[src/design/afsf_pkg.sv]
// Purpose: Shared constants for the auxiliary function strobe and flag block
// Assumes: One 200 MHz clock, ladder scan marked by a one-cycle enable
// Notes: Timing counts derive from printed times and the clock rate
package afsf_pkg;
    localparam int AFSF_CLK_MHZ = 200;
    localparam int AFSF_NUM_SW = 16;
    localparam int AFSF_POS_W = 32;
    localparam int AFSF_CODE_W = 32;
    localparam int AFSF_GEAR_W = 2;
    // Longest switch lag in microseconds (0.06 s); loop time subtracts
    localparam int AFSF_LAG_MAX_US = 60000;
    localparam int AFSF_LAG_MAX_CYC = AFSF_LAG_MAX_US * AFSF_CLK_MHZ;
    // Unused tool status value
    localparam logic [3:0] AFSF_TOOL_UNUSED = 4'h0;
    localparam logic AFSF_RST_STROBE = 1'b0;
    localparam logic AFSF_RST_FLAG = 1'b0;
    typedef enum logic {
        AFSF_TLM_LATHE,
        AFSF_TLM_CENTRE
    } afsf_tlm_e;
endpackage

[src/design/afsf_strobe.sv]
// Purpose: One function strobe with finish handshake and code hold
// Assumes: Scan enable marks ladder scan boundaries
// Notes: Reset condition and finish both clear; lock suppresses the set
`timescale 1ns/1ps
module afsf_strobe
    import afsf_pkg::*;
#(
    parameter int W = 32
) (
    input wire logic clk, // System clock
    input wire logic rst_n, // Synchronised reset
    input wire logic scan_en, // Ladder scan boundary pulse
    input wire logic cmd, // Code commanded this cycle
    input wire logic [W-1:0] cmd_data, // Commanded code
    input wire logic lock, // Function lock
    input wire logic finish, // Finish one or two, combined by an OR in the top level
    input wire logic reset_cond, // Controller reset condition
    output logic strobe, // Strobe to sequence program
    output logic [W-1:0] data // Code data held with strobe
);
    logic pend;
    logic next_pend;
    logic next_strobe;
    logic [W-1:0] next_data;

    // Command is held pending until the next scan boundary, then published
    always_comb begin
        next_pend = pend;
        next_strobe = strobe;
        next_data = data;
        if (cmd && !lock) begin
            next_pend = 1'b1;
            next_data = cmd_data;
        end
        if (scan_en) begin
            if (finish) begin
                next_strobe = 1'b0;
            end else if (pend) begin
                next_strobe = 1'b1;
                next_pend = cmd && !lock;
            end
        end
        if (reset_cond) begin
            next_pend = 1'b0;
            next_strobe = 1'b0;
        end
    end

    always_ff @(posedge clk or negedge rst_n) begin
        if (!rst_n) begin
            pend <= 1'b0;
            strobe <= AFSF_RST_STROBE;
            data <= '0;
        end else begin
            pend <= next_pend;
            strobe <= next_strobe;
            data <= next_data;
        end
    end

    a_strobe_clears: assert property (@(posedge clk) disable iff (!rst_n)
        (scan_en && finish && !reset_cond) |=> !strobe)
        else $error("strobe survived finish");
    a_strobe_on_scan: assert property (@(posedge clk) disable iff (!rst_n)
        $rose(strobe) |-> $past(scan_en))
        else $error("strobe rose off scan boundary");
endmodule

[src/design/afsf_top.sv]
// Purpose: Controller interface strobes and flags for the sequence program
// Assumes: Inputs synchronous to ref_clk; scan_en one cycle per ladder scan
// Notes: Area positions are sampled each scan; lag far under 0.06 s
//
// Overview of operation
// - Lathe variant sets new-tool flag when selected tool status is zero.
// - Lathe variant clears new-tool flag when tool command finishes.
// - Centre variant sets new-tool flag while standby tool is unused.
// - Centre variant clears it on standby change, stays set if new unused.
// - Centre flag does not change in the scan of the standby change.
// - Tool strobe with code data on automatic or manual tool command.
// - Strobes hold until finish one or two, or reset condition.
// - Function lock suppresses the tool strobe.
// - Second-miscellaneous strobe on automatic or manual command.
// - Function lock suppresses second-miscellaneous and spindle strobes.
// - At most one second-miscellaneous code accepted per block.
// - Spindle strobe with code data on automatic or manual command.
// - Gear stage code and no-gear flag go out with spindle strobe.
// - Each of 16 switches is on while position lies inside range.
// - Range runs from smaller to larger boundary, in either order.
// - Absolute detection: switches valid after power-on past zero init.
// - Incremental detection: switches off until first zero return.
// - Switch lag stays under 0.06 s minus loop time constant.
// - Retract-possible set when tap halts in cutting zone by stop causes.
// - Retract-possible cleared on retract done or manual tap axis move.
// - Retract command honoured only while retract-possible is set.
`timescale 1ns/1ps
module afsf_top
    import afsf_pkg::*;
(
    input wire logic ref_clk, // 200 MHz clock
    input wire logic resetn, // Asynchronous reset, active low
    input wire logic scan_en, // One pulse per ladder scan
    input wire logic reset_cond, // Controller reset condition
    input wire logic finish_one, // Finish one from sequence program
    input wire logic finish_two, // Finish two from sequence program
    input wire logic misc_function_lock, // Function lock
    input wire logic block_start, // New program block begins
    input wire logic tool_cmd, // Tool code commanded
    input wire logic [AFSF_CODE_W-1:0] tool_code_in, // Tool code
    input wire logic second_cmd, // Second-misc code commanded
    input wire logic [AFSF_CODE_W-1:0] second_code_in, // Second-misc code
    input wire logic spindle_cmd, // Spindle code commanded
    input wire logic [AFSF_CODE_W-1:0] spindle_code_in, // Spindle code
    input wire logic [AFSF_GEAR_W-1:0] gear_stage_in, // Gear for spindle code
    input wire logic no_gear_in, // Spindle code fits no gear
    input wire afsf_tlm_e tlm_mode, // Tool life management variant
    input wire logic [3:0] sel_tool_status, // Status of selected tool
    input wire logic [3:0] standby_status, // Status of standby tool
    input wire logic standby_change, // Standby tool replaced
    input wire logic abs_detect, // Absolute position detection
    input wire logic zero_init_done, // Zero init completed before power-on
    input wire logic zero_return_done, // First zero return completed
    input wire logic [AFSF_POS_W-1:0] sw_pos [AFSF_NUM_SW], // Axis position
    input wire logic [AFSF_POS_W-1:0] sw_bound_a [AFSF_NUM_SW], // Boundary
    input wire logic [AFSF_POS_W-1:0] sw_bound_b [AFSF_NUM_SW], // Boundary
    input wire logic tap_halt_cut, // Tap stopped in cutting zone
    input wire logic halt_estop, // Stop cause emergency stop
    input wire logic halt_reset, // Stop cause reset
    input wire logic halt_power, // Stop cause power loss
    input wire logic retract_done, // Tap retract completed
    input wire logic tap_axis_manual, // Tap axis moved manually
    input wire logic retract_command, // Retract request from program
    output logic tool_code_strobe, // Tool strobe
    output logic [AFSF_CODE_W-1:0] tool_code, // Tool code data
    output logic second_misc_strobe, // Second-misc strobe
    output logic [AFSF_CODE_W-1:0] second_code, // Second-misc data
    output logic spindle_code_strobe, // Spindle strobe
    output logic [AFSF_CODE_W-1:0] spindle_code, // Spindle data
    output logic [AFSF_GEAR_W-1:0] gear_stage_code, // Gear with strobe
    output logic no_gear_match_flag, // No gear with strobe
    output logic new_tool_flag, // New tool selected
    output logic [AFSF_NUM_SW-1:0] area_switch, // Area switches
    output logic retract_possible_flag, // Tap retract possible
    output logic retract_start // One-cycle accepted retract
);
    logic rst_s1, rst_n;
    logic finish;
    logic second_taken, next_second_taken;
    logic second_ok;
    logic [AFSF_GEAR_W-1:0] next_gear;
    logic next_nogear;
    logic new_tool, next_new_tool;
    logic change_seen, next_change_seen;
    logic sw_valid, next_sw_valid;
    logic [AFSF_NUM_SW-1:0] next_area;
    logic retract_ok, next_retract_ok;
    logic next_retract_start;

    // Reset release through two flops; assertion stays asynchronous
    always_ff @(posedge ref_clk or negedge resetn) begin
        if (!resetn) begin
            rst_s1 <= 1'b0;
            rst_n <= 1'b0;
        end else begin
            rst_s1 <= 1'b1;
            rst_n <= rst_s1;
        end
    end

    // Range test tolerant of boundary order, used by every switch
    function automatic logic in_range(input logic [AFSF_POS_W-1:0] p,
                                      input logic [AFSF_POS_W-1:0] a,
                                      input logic [AFSF_POS_W-1:0] b);
        logic [AFSF_POS_W-1:0] lo;
        logic [AFSF_POS_W-1:0] hi;
        lo = (a < b) ? a : b;
        hi = (a < b) ? b : a;
        in_range = (p >= lo) && (p <= hi);
    endfunction

    assign finish = finish_one || finish_two;
    // Only the first second-misc code of a block raises the strobe
    assign second_ok = second_cmd && !second_taken;

    afsf_strobe #(.W(AFSF_CODE_W)) u_tool (
        .clk(ref_clk), .rst_n(rst_n), .scan_en(scan_en),
        .cmd(tool_cmd), .cmd_data(tool_code_in),
        .lock(misc_function_lock), .finish(finish),
        .reset_cond(reset_cond),
        .strobe(tool_code_strobe), .data(tool_code));
    afsf_strobe #(.W(AFSF_CODE_W)) u_second (
        .clk(ref_clk), .rst_n(rst_n), .scan_en(scan_en),
        .cmd(second_ok), .cmd_data(second_code_in),
        .lock(misc_function_lock), .finish(finish),
        .reset_cond(reset_cond),
        .strobe(second_misc_strobe), .data(second_code));
    afsf_strobe #(.W(AFSF_CODE_W)) u_spindle (
        .clk(ref_clk), .rst_n(rst_n), .scan_en(scan_en),
        .cmd(spindle_cmd), .cmd_data(spindle_code_in),
        .lock(misc_function_lock), .finish(finish),
        .reset_cond(reset_cond),
        .strobe(spindle_code_strobe), .data(spindle_code));

    // Block tracking, gear capture and new-tool flag
    always_comb begin
        next_second_taken = second_taken;
        if (block_start || reset_cond) begin
            next_second_taken = 1'b0;
        end else if (second_cmd && !misc_function_lock) begin
            next_second_taken = 1'b1;
        end
        next_gear = gear_stage_code;
        next_nogear = no_gear_match_flag;
        if (spindle_cmd && !misc_function_lock) begin
            next_gear = gear_stage_in;
            next_nogear = no_gear_in;
        end
        next_new_tool = new_tool;
        next_change_seen = change_seen || standby_change;
        if (tlm_mode == AFSF_TLM_LATHE) begin
            next_change_seen = 1'b0;
            // Locked commands select nothing, so they leave the flag alone
            if (tool_cmd && !misc_function_lock &&
                sel_tool_status == AFSF_TOOL_UNUSED) begin
                next_new_tool = 1'b1;
            end else if (scan_en && finish && tool_code_strobe) begin
                // Only the tool command's own finish ends it
                next_new_tool = 1'b0;
            end
        end else if (scan_en) begin
            // Change in this scan is only acted on in the next one
            next_change_seen = standby_change;
            if (change_seen || new_tool ==
                (standby_status != AFSF_TOOL_UNUSED)) begin
                next_new_tool = (standby_status == AFSF_TOOL_UNUSED);
            end
        end
        if (reset_cond && tlm_mode == AFSF_TLM_LATHE) begin
            next_new_tool = 1'b0;
        end
    end

    always_ff @(posedge ref_clk or negedge rst_n) begin
        if (!rst_n) begin
            second_taken <= 1'b0;
            gear_stage_code <= '0;
            no_gear_match_flag <= AFSF_RST_FLAG;
            new_tool <= AFSF_RST_FLAG;
            change_seen <= 1'b0;
            new_tool_flag <= AFSF_RST_FLAG;
        end else begin
            second_taken <= next_second_taken;
            gear_stage_code <= next_gear;
            no_gear_match_flag <= next_nogear;
            new_tool <= next_new_tool;
            change_seen <= next_change_seen;
            if (scan_en) begin
                new_tool_flag <= new_tool;
            end
        end
    end

    // Area switch validity and per-scan evaluation
    always_comb begin
        next_sw_valid = sw_valid;
        if (abs_detect ? zero_init_done : zero_return_done) begin
            next_sw_valid = 1'b1;
        end
    end

    // One comparator per switch; sampled each scan, so lag is one scan
    for (genvar i = 0; i < AFSF_NUM_SW; i++) begin : g_sw
        always_comb begin
            next_area[i] = area_switch[i];
            if (!sw_valid) begin
                next_area[i] = 1'b0;
            end else if (scan_en) begin
                next_area[i] = in_range(sw_pos[i], sw_bound_a[i],
                                        sw_bound_b[i]);
            end
        end
    end

    // Tap retract permission and command gating
    always_comb begin
        next_retract_ok = retract_ok;
        if (tap_halt_cut &&
            (halt_estop || halt_reset || (halt_power && abs_detect))) begin
            next_retract_ok = 1'b1;
        end else if (retract_done || tap_axis_manual) begin
            next_retract_ok = 1'b0;
        end
        next_retract_start = retract_command && retract_ok &&
                             !retract_start;
    end

    always_ff @(posedge ref_clk or negedge rst_n) begin
        if (!rst_n) begin
            sw_valid <= 1'b0;
            area_switch <= '0;
            retract_ok <= AFSF_RST_FLAG;
            retract_possible_flag <= AFSF_RST_FLAG;
            retract_start <= 1'b0;
        end else begin
            sw_valid <= next_sw_valid;
            area_switch <= next_area;
            retract_ok <= next_retract_ok;
            retract_start <= next_retract_start;
            if (scan_en) begin
                retract_possible_flag <= retract_ok;
            end
        end
    end

    a_retract_gated: assert property (@(posedge ref_clk) disable iff (!rst_n)
        retract_start |-> $past(retract_ok))
        else $error("retract accepted while not possible");
    a_switch_invalid: assert property (@(posedge ref_clk) disable iff (!rst_n)
        !sw_valid |=> area_switch == '0)
        else $error("area switch on before validity");
    a_lock_no_tool: assert property (@(posedge ref_clk) disable iff (!rst_n)
        (misc_function_lock && tool_cmd) |=> $stable(tool_code))
        else $error("tool code taken under lock");
    a_gear_with_sf: assert property (@(posedge ref_clk) disable iff (!rst_n)
        $rose(spindle_code_strobe) |-> !$changed(gear_stage_code))
        else $error("gear changed with strobe");
    a_flag_scan: assert property (@(posedge ref_clk) disable iff (!rst_n)
        $changed(new_tool_flag) |-> $past(scan_en))
        else $error("new tool flag changed off scan");
    a_retract_set: assert property (@(posedge ref_clk) disable iff (!rst_n)
        (tap_halt_cut && halt_estop) |=> retract_ok)
        else $error("retract possible not set");
    a_retract_clr: assert property (@(posedge ref_clk) disable iff (!rst_n)
        (retract_done && !tap_halt_cut) |=> !retract_ok)
        else $error("retract possible not cleared");
    a_second_once: assert property (@(posedge ref_clk) disable iff (!rst_n)
        (second_cmd && second_taken) |=> $stable(second_code))
        else $error("second code accepted twice in block");
    // Further checks on what the block itself drives
    a_gear_capture: assert property (@(posedge ref_clk) disable iff (!rst_n)
        (spindle_cmd && !misc_function_lock) |=>
        gear_stage_code == $past(gear_stage_in))
        else $error("gear stage not captured with spindle code");
    a_new_tool_set: assert property (@(posedge ref_clk) disable iff (!rst_n)
        (tlm_mode == AFSF_TLM_LATHE && tool_cmd && !misc_function_lock &&
        !reset_cond && sel_tool_status == AFSF_TOOL_UNUSED) |=> new_tool)
        else $error("new tool not flagged");
    a_new_tool_clr: assert property (@(posedge ref_clk) disable iff (!rst_n)
        (tlm_mode == AFSF_TLM_LATHE && scan_en && finish &&
        tool_code_strobe && !tool_cmd) |=> !new_tool)
        else $error("new tool flag survived finish");
    a_centre_flag: assert property (@(posedge ref_clk) disable iff (!rst_n)
        (tlm_mode == AFSF_TLM_CENTRE && scan_en && change_seen) |=>
        new_tool == ($past(standby_status) == AFSF_TOOL_UNUSED))
        else $error("centre new tool flag wrong after change");
    a_switch_hold: assert property (@(posedge ref_clk) disable iff (!rst_n)
        (sw_valid && !scan_en) |=> $stable(area_switch))
        else $error("area switch moved between scans");
    a_retract_scan: assert property (@(posedge ref_clk) disable iff (!rst_n)
        $changed(retract_possible_flag) |-> $past(scan_en))
        else $error("retract flag changed off scan");
    a_strobes_reset: assert property (@(posedge ref_clk) disable iff (!rst_n)
        reset_cond |=> !(tool_code_strobe || second_misc_strobe ||
        spindle_code_strobe))
        else $error("strobe survived reset condition");
    a_retract_cause: assert property (@(posedge ref_clk) disable iff (!rst_n)
        (!retract_ok && !halt_estop && !halt_reset &&
        !(halt_power && abs_detect)) |=> !retract_ok)
        else $error("retract possible set without stop cause");
endmodule

[config.mk]
export PLATFORM = sky130hd
export DESIGN_NAME = afsf_top
export DESIGN_NICKNAME = d
export VERILOG_FILES = /design/src/design/afsf_pkg.sv /design/src/design/afsf_strobe.sv /design/src/design/afsf_top.sv
export SDC_FILE = /design/constraint.sdc
export NUM_CORES = 2
export LEC_CHECK = 0
export BUFFER_PORTS_ARGS = -buffer_cell sky130_fd_sc_hd__buf_2
export CAP_MARGIN = 10
export CORE_AREA = 2 2 704 706
export CTS_CLUSTER_SIZE = 25
export DETAILED_ROUTE_END_ITERATION = 8
export DIE_AREA = 0 0 706 708
export HOLD_SLACK_MARGIN = 0.03
export PLACE_DENSITY = 0.3
export SYNTH_ARGS = -nofsm -noshare
export SYNTH_HDL_FRONTEND = slang
export SYNTH_SLANG_ARGS = --single-unit
[constraint.sdc]
create_clock -name ref_clk -period 6.4 [get_ports ref_clk]
set_input_delay 1.28 -clock ref_clk [delete_from_list [all_inputs] [get_ports ref_clk]]
set_output_delay 1.28 -clock ref_clk [all_outputs]
set_load 0.01 [all_outputs]
# Word level (Yosys, flattened, before mapping)
# Cells that the tools add are included.
dict set report totals {
  regBits 131
  output_inout_bits 121
  elab_cells 232
}
dict set report op_classes {
  eq_ne 4
  muxes 104
  bitwise 1
  n_reduce_logical 53
  order_cmp 48
}
# op n
set ops {}
lappend ops {{2-to-1 mux 32 bit} 32}
lappend ops {{greater-or-equal comparator 32 bit} 16}
lappend ops {{less-or-equal comparator 32 bit} 16}
lappend ops {{less-than comparator 32 bit} 16}
lappend ops {{2-to-1 mux 1 bit} 72}
lappend ops {{logical AND 1 bit} 29}
lappend ops {{nonzero test 3 bit} 3}
lappend ops {{zero test 4 bit} 2}
lappend ops {{nonzero test 4 bit} 2}
lappend ops {{logical OR 1 bit} 7}
lappend ops {{AND reduction 2 bit} 3}
lappend ops {{nonzero test 2 bit} 3}
lappend ops {{zero test 1 bit} 3}
lappend ops {{!= test 3 x 1 -> 1 bit, second input constant} 1}
lappend ops {{!= test 3 x 2 -> 1 bit, second input constant} 1}
lappend ops {{AND reduction 3 bit} 1}
lappend ops {{!= test 2 bit, second input constant} 1}
lappend ops {{equality test 1 bit} 1}
lappend ops {{inverter 1 bit} 1}

# Logic depth before layout (Yosys ltp)
dict set report logic_depth {
  depth_word 8
  mapped_depth 20
  depth_no_buf 17
}

# Cells and area by module
# From an unflattened synthesis, not the netlist that was laid out.
dict set report hier_totals {
  cells_unflattened 5718
  hier_area_um2 50394.6
}
# module area_per_inst_um2 seq_area_each_um2 cells_per_inst n_inst
set by_module_without_submodules {}
lappend by_module_without_submodules {afsf_top 46164.3 700.7 5490 1}
lappend by_module_without_submodules {afsf_strobe 1410.1 850.8 76 3}

# Worst setup path after synthesis
# OpenSTA, ideal clock, no wires.
dict set report synth_timing {
  path_type {input-to-reg}
  startpoint {input sw_bound_b[492] (netlist bit)}
  endpoint {register area_switch[0]}
  path_stages 18
  arrival_time_ns 4.772
  path_buffers 2
  path_slack_ns 1.529
  cell_sequence {inv_1 > ha_1 > or4_1 > o21ai_0 > nor3_1 > a211oi_1 > o21ai_1 > a211oi_1 > buf_4 > buf_6 > mux2i_1 > ha_1 > a21oi_1 > a21oi_1 > a2111oi_0 > nor2_1 > a2111o_1 > a311oi_1}
}
dict set report synth_between {
  elab_chain_len 6
  elab_cells_between_ends 8
  cone_classes {order compare: 3; mux: 4; reduce/logical: 1}
}
# element line_no
set synth_rtl {}
lappend synth_rtl {{start: declaration} afsf_top.sv:56} ;# input wire logic [AFSF_POS_W-1:0] sw_bound_b [AFSF_NUM_SW],
lappend synth_rtl {{less-than comparator 32 bit} {afsf_top.sv:107, afsf_top.sv:108}}
lappend synth_rtl {{2-to-1 mux 32 bit, on equally long branches} {afsf_top.sv:107, afsf_top.sv:108}}
lappend synth_rtl {{greater-or-equal comparator 32 bit or less-or-equal comparator 32 bit (tied branches)} afsf_top.sv:109} ;# in_range = (p >= lo) && (p <= hi);
lappend synth_rtl {{logical AND 1 bit *} afsf_top.sv:109}
lappend synth_rtl {{2-to-1 mux 1 bit *} afsf_top.sv:208} ;# end else if (scan_en) begin
lappend synth_rtl {{2-to-1 mux 1 bit *} afsf_top.sv:206} ;# if (!sw_valid) begin
lappend synth_rtl {{end signal: assignment} afsf_top.sv:237} ;# area_switch <= next_area;
lappend synth_rtl {{end: declaration} afsf_top.sv:73} ;# output logic [AFSF_NUM_SW-1:0] area_switch,
# Mark *: on every way between the ends. The rest lies on a longest branch, timed or not. The select of a mux whose other input is x is not followed.
# A chain may end at the register's enable or synchronous reset.

# Final worst setup path
dict set report layout_timing {
  startpoint {input sw_bound_b[359] (netlist bit)}
  endpoint {register area_switch[4]}
}
# The elaborated chain is that of the path after synthesis.

==> parameters.txt <==
Parameter                              Value

Outcome
  Status ... finished clean

Placed design
  Final estimated routing congestion in global placement ... around 0.96
  Area of placed instances ... 0.0727 mm^2
  Port bufs ... about 1.8k
  Worst slack, placed ... roughly 0.25 ns
  Post-DP HPWL ... between 300 and 400 mm

Worst setup path
  CP Capture Type ... register
  Critical path class ... primary input to register
  Required arrival time at the worst endpoint ... between 6 and 7 ns
  Arr. time, crit path ... 5.94 ns
  Critical Path Source Type ... primary input
  CP max FO ... 27

Synthesis
  Count of distinct cell types in the synthesized netlist ... 75
  Number of warnings printed during yosys synthesis ... 0
  Instance count of the mapped netlist ... ~7k
  Count of flip-flops with a built-in enable after synthesis ... 0
  Netlist Area Pre-Place ... between 0.05 and 0.06 mm^2
  Flop and latch count out of synthesis ... 130
  Per-instance average area after synthesis ... approximately 8.1 um^2
  Primary FF master, synth ... sky130_fd_sc_hd__dfrtp_1
  Async set-or-reset flop fraction in the synthesized netlist ... 1.00
  Portion of the post-synthesis area used by sequential elements ... 0.0587
  Post-Synthesis Net Count ... ~10k

Pwr
  Fraction of power consumed by the clock network ... 0.172
  Int Pwr ... between 4 and 5 mW
  Part of the total power dissipated in combinational logic ... 0.712
  Power per cell area ... between 100 and 150 mW/mm^2
  Net Sw Power ... about 4.5 mW
  Switching Fraction ... 0.506
  Leak pwr ... 36.7 nW
  Worst ir drop on vdd ... about 170 uV
  Fraction of power consumed by sequential logic ... 0.116

STA
  Fin. max-slew vios ... 0
  Worst hold slack after final layout ... between 0.15 and 0.2 ns
  Layout Skew ... 0.105 ns
  Slew at the pin closest to its max-slew limit ... just under 0.9 ns
  Time the worst path needs with I/O delays and setup ... 5.44 ns
  Worst-case setup margin in the final layout ... between 0.9 and 1 ns
  F_max ... approximately 180 MHz
  TNS Setup ... 0 ns
  Unrepaired setup endpoints after global routing ... false
  Crit share post-route ... 0.850
  Hold violation total from the final report ... 0
  Max-slew headroom ... 0.403
  Final setup fails ... 0

GRT
  Maximum number of pins on one net before global-route repair ... 105
  All-layer global routing usage ... 0.157
  Number of antenna violations at the first check in global routing ... slightly below 600
  Wire length of the first global-routing pass ... between 500 and 600 mm
  GRT Residual Overflow ... 0
  Vias in the first global route ... around 61k

Floorplanning
  Die Ht ... between 700 and 800 um
  X dimension of the die ... approximately 710 um
  Die area ... approximately 0.50 mm^2
  Core footprint ... approximately 0.49 mm^2
  Initial cell density of the core ... 0.113
  Number of primary I/O pins ... 1787
  Row cnt ... roughly 260

Route
  Total Wirelength ... 412 mm
  Per-cell routed wire length ... 27.2 um
  Vias after detailed routing ... approximately 63k
  Detail-routed via count per cell ... around 4.2
  DRT antenna net count ... 0
  Post-route DRC ... 0
  DRT iter0 DRCs ... between 3k and 4k
  DRT Pass-1 Iters ... 5

Clock network
  Clock tree root buffer cell ... sky130_fd_sc_hd__clkbuf_16
  Number of clock sinks ... 130
  Insertion delay of the later-clocked pin in the worst-skew pair ... between 0.6 and 0.7 ns
  Clock tree from TritonCTS ... yes
  Max clock buf depth ... 3
  Post-cts repair resize count ... 0
  Number of H-tree levels ... 4
  Hold-fix buffers, CTS ... 0
  Number of buffers inserted during clock tree synthesis ... 21
  Post-CTS setup buffers ... 0
  Clock transition time at the flip-flop clock pins of the worst setup and hold paths ... approximately 0.17 ns

Cells and area
  Fin nets ... between 10k and 15k
  Final design instance area without fill ... 0.0738 mm^2
  Post-Route Utilization ... 0.150
  Area growth from synthesis to layout ... 33.1%
  Layout cells sized above 1 ... 0.250

Hold path
  Class of the most critical hold timing path ... register to async pin

Run
  Max_cap viols ... 0
==> synth_stat cells (51+ instances only) <==
| cell type | count | area, um^2 |
|---|---|---|
| sky130_fd_sc_hd__mux2_2 | 102 | 1150 |
| sky130_fd_sc_hd__clkbuf_1 | 179 | 672 |
| sky130_fd_sc_hd__nor2b_1 | 70 | 438 |
| sky130_fd_sc_hd__a21oi_1 | 446 | 2230 |
| sky130_fd_sc_hd__buf_2 | 64 | 320 |
| sky130_fd_sc_hd__o311ai_1 | 129 | 1130 |
| sky130_fd_sc_hd__nor2_1 | 281 | 1050 |
| sky130_fd_sc_hd__a311oi_1 | 69 | 604 |
| sky130_fd_sc_hd__mux2i_1 | 806 | 8070 |
| sky130_fd_sc_hd__a2111oi_0 | 51 | 447 |
| sky130_fd_sc_hd__o211ai_1 | 69 | 518 |
| sky130_fd_sc_hd__nand2_1 | 401 | 1510 |
| sky130_fd_sc_hd__o21ai_0 | 178 | 891 |
| sky130_fd_sc_hd__ha_1 | 1520 | 19000 |
| sky130_fd_sc_hd__nand3_1 | 335 | 1680 |
| sky130_fd_sc_hd__a21o_1 | 256 | 1920 |
| sky130_fd_sc_hd__a211oi_1 | 99 | 743 |
| sky130_fd_sc_hd__nor3_1 | 117 | 586 |
| sky130_fd_sc_hd__dfrtp_1 | 130 | 3250 |
| sky130_fd_sc_hd__nand4_1 | 233 | 1460 |
| sky130_fd_sc_hd__inv_1 | 538 | 2020 |
| sky130_fd_sc_hd__a31oi_1 | 204 | 1280 |
==> through the flow <==
| stage | std cells | total power [mW] |
|---|---|---|
| after floorplan | 6836 | 4.89 |
| after global placement | 15000 | 7.40 |
| after detailed placement | 15000 | 7.38 |
| after CTS | 15000 | 9.08 |
| after global routing | 15100 | 9.83 |
| final | 15200 | 8.86 |
==> registers in the layout, summed over array words and instances (netlist names), 2 cells and up <==
register / cells
u_second.data: 32
u_spindle.data: 32
u_tool.data: 32
area_switch: 16
gear_stage_code: 2
==> routing by layer <==
metal | wire length (um) | up-vias | global-route usage
li1 | - | 30000 | -
met1 | 175000 | 29300 | 0.195
met2 | 189000 | 2455 | 0.265
met3 | 36000 | 1053 | 0.0558
met4 | 10700 | 218 | 0.0248
met5 | 1410 | - | 0.00308
==> power groups by stage <==
stage / clock (mW) / combinational (mW) / sequential (mW)
floorplan: 0 / 3.80 / 1.08
global placement: 0 / 6.36 / 1.04
detailed placement: 0 / 6.34 / 1.04
CTS: 1.68 / 6.37 / 1.03
global route: 1.67 / 7.11 / 1.04
finish: 1.53 / 6.31 / 1.02
==> logic make-up (layout without fill, tap and decap cells) <==
kind of cell    Yosys count  in the layout  synth area share
simple gates           1610           1610             0.142
compound gates         1783           1783             0.219
flops                   130            130            0.0587
fa+ha+maj              1520           1520             0.343
buf+inv                 858           2505            0.0658
other cells               1            174         0.0000676
mux                     934            934             0.172
==> worst paths after layout <==
| path | slack [ns] | from | endpoint | cells after the start |
|---|---|---|---|---|
| min reg2reg | 0.18 | rst_n$_DFF_PN0_ | retract_ok$_DFFE_PN0P_ | 0 |
| max in group asynchronous | 4.98 | rst_n$_DFF_PN0_ | u_spindle.data[7]$_DFFE_PN0P_ | 1 |
| max reg2reg | 3.25 | sw_valid$_DFFE_PN0P_ | area_switch[11]$_DFFE_PN0P_ | 8 |
| max | 0.96 | sw_bound_b[359] | area_switch[4]$_DFFE_PN0P_ | 22 |
| min | 0.18 | rst_n$_DFF_PN0_ | retract_ok$_DFFE_PN0P_ | 0 |
| min in group ref_clk | 0.35 | rst_s1$_DFF_PN0_ | rst_n$_DFF_PN0_ | 0 |
==> critical path, cell delays in order <==
cell                        delay (ns)
sky130_fd_sc_hd__buf_2            0.11
sky130_fd_sc_hd__inv_1            0.04
sky130_fd_sc_hd__ha_1             0.28
sky130_fd_sc_hd__and3_1           0.20
sky130_fd_sc_hd__a221oi_1         0.36
sky130_fd_sc_hd__o31ai_1          0.16
sky130_fd_sc_hd__buf_4            0.19
sky130_fd_sc_hd__a211oi_1         0.32
sky130_fd_sc_hd__o21ai_1          0.18
sky130_fd_sc_hd__a211oi_4         0.33
sky130_fd_sc_hd__buf_12           0.26
sky130_fd_sc_hd__buf_4            0.23
sky130_fd_sc_hd__mux2i_1          0.10
sky130_fd_sc_hd__ha_1             0.29
sky130_fd_sc_hd__nor2b_1          0.13
sky130_fd_sc_hd__o211ai_1         0.09
sky130_fd_sc_hd__a2111oi_0        0.46
sky130_fd_sc_hd__buf_4            0.22
sky130_fd_sc_hd__a211oi_1         0.05
sky130_fd_sc_hd__o21ai_0          0.18
sky130_fd_sc_hd__a21oi_1          0.13
sky130_fd_sc_hd__o311a_1          0.30
==> cell type report <==
| cell class | instances | area, um^2 |
|---|---|---|
| Antenna cell | 173 | 433 |
| Clock inverter | 8 | 93.8 |
| Timing Repair Buffer | 1934 | 10400 |
| Inverter | 538 | 2020 |
| Clock buffer | 25 | 551 |
| Sequential cell | 130 | 3260 |
| Fill cell | 56700 | 418000 |
| Multi-Input combinational cell | 5848 | 48900 |
| Tap cell | 6500 | 8130 |
==> cell usage in the layout, fill, tap and decap left out, types with 178 or more instances in the layout <==
master,netlist,routed
sky130_fd_sc_hd__nor2_1,281,280
sky130_fd_sc_hd__nand3_1,335,335
sky130_fd_sc_hd__a21oi_1,446,445
sky130_fd_sc_hd__a21o_1,256,256
sky130_fd_sc_hd__o21ai_0,178,178
sky130_fd_sc_hd__a31oi_1,204,204
sky130_fd_sc_hd__mux2i_1,806,806
sky130_fd_sc_hd__buf_2,64,1784
sky130_fd_sc_hd__inv_1,538,538
sky130_fd_sc_hd__ha_1,1520,1520
sky130_fd_sc_hd__nand4_1,233,233
sky130_fd_sc_hd__nand2_1,401,400
No activity file was read; power rests on OpenSTA's default activity.
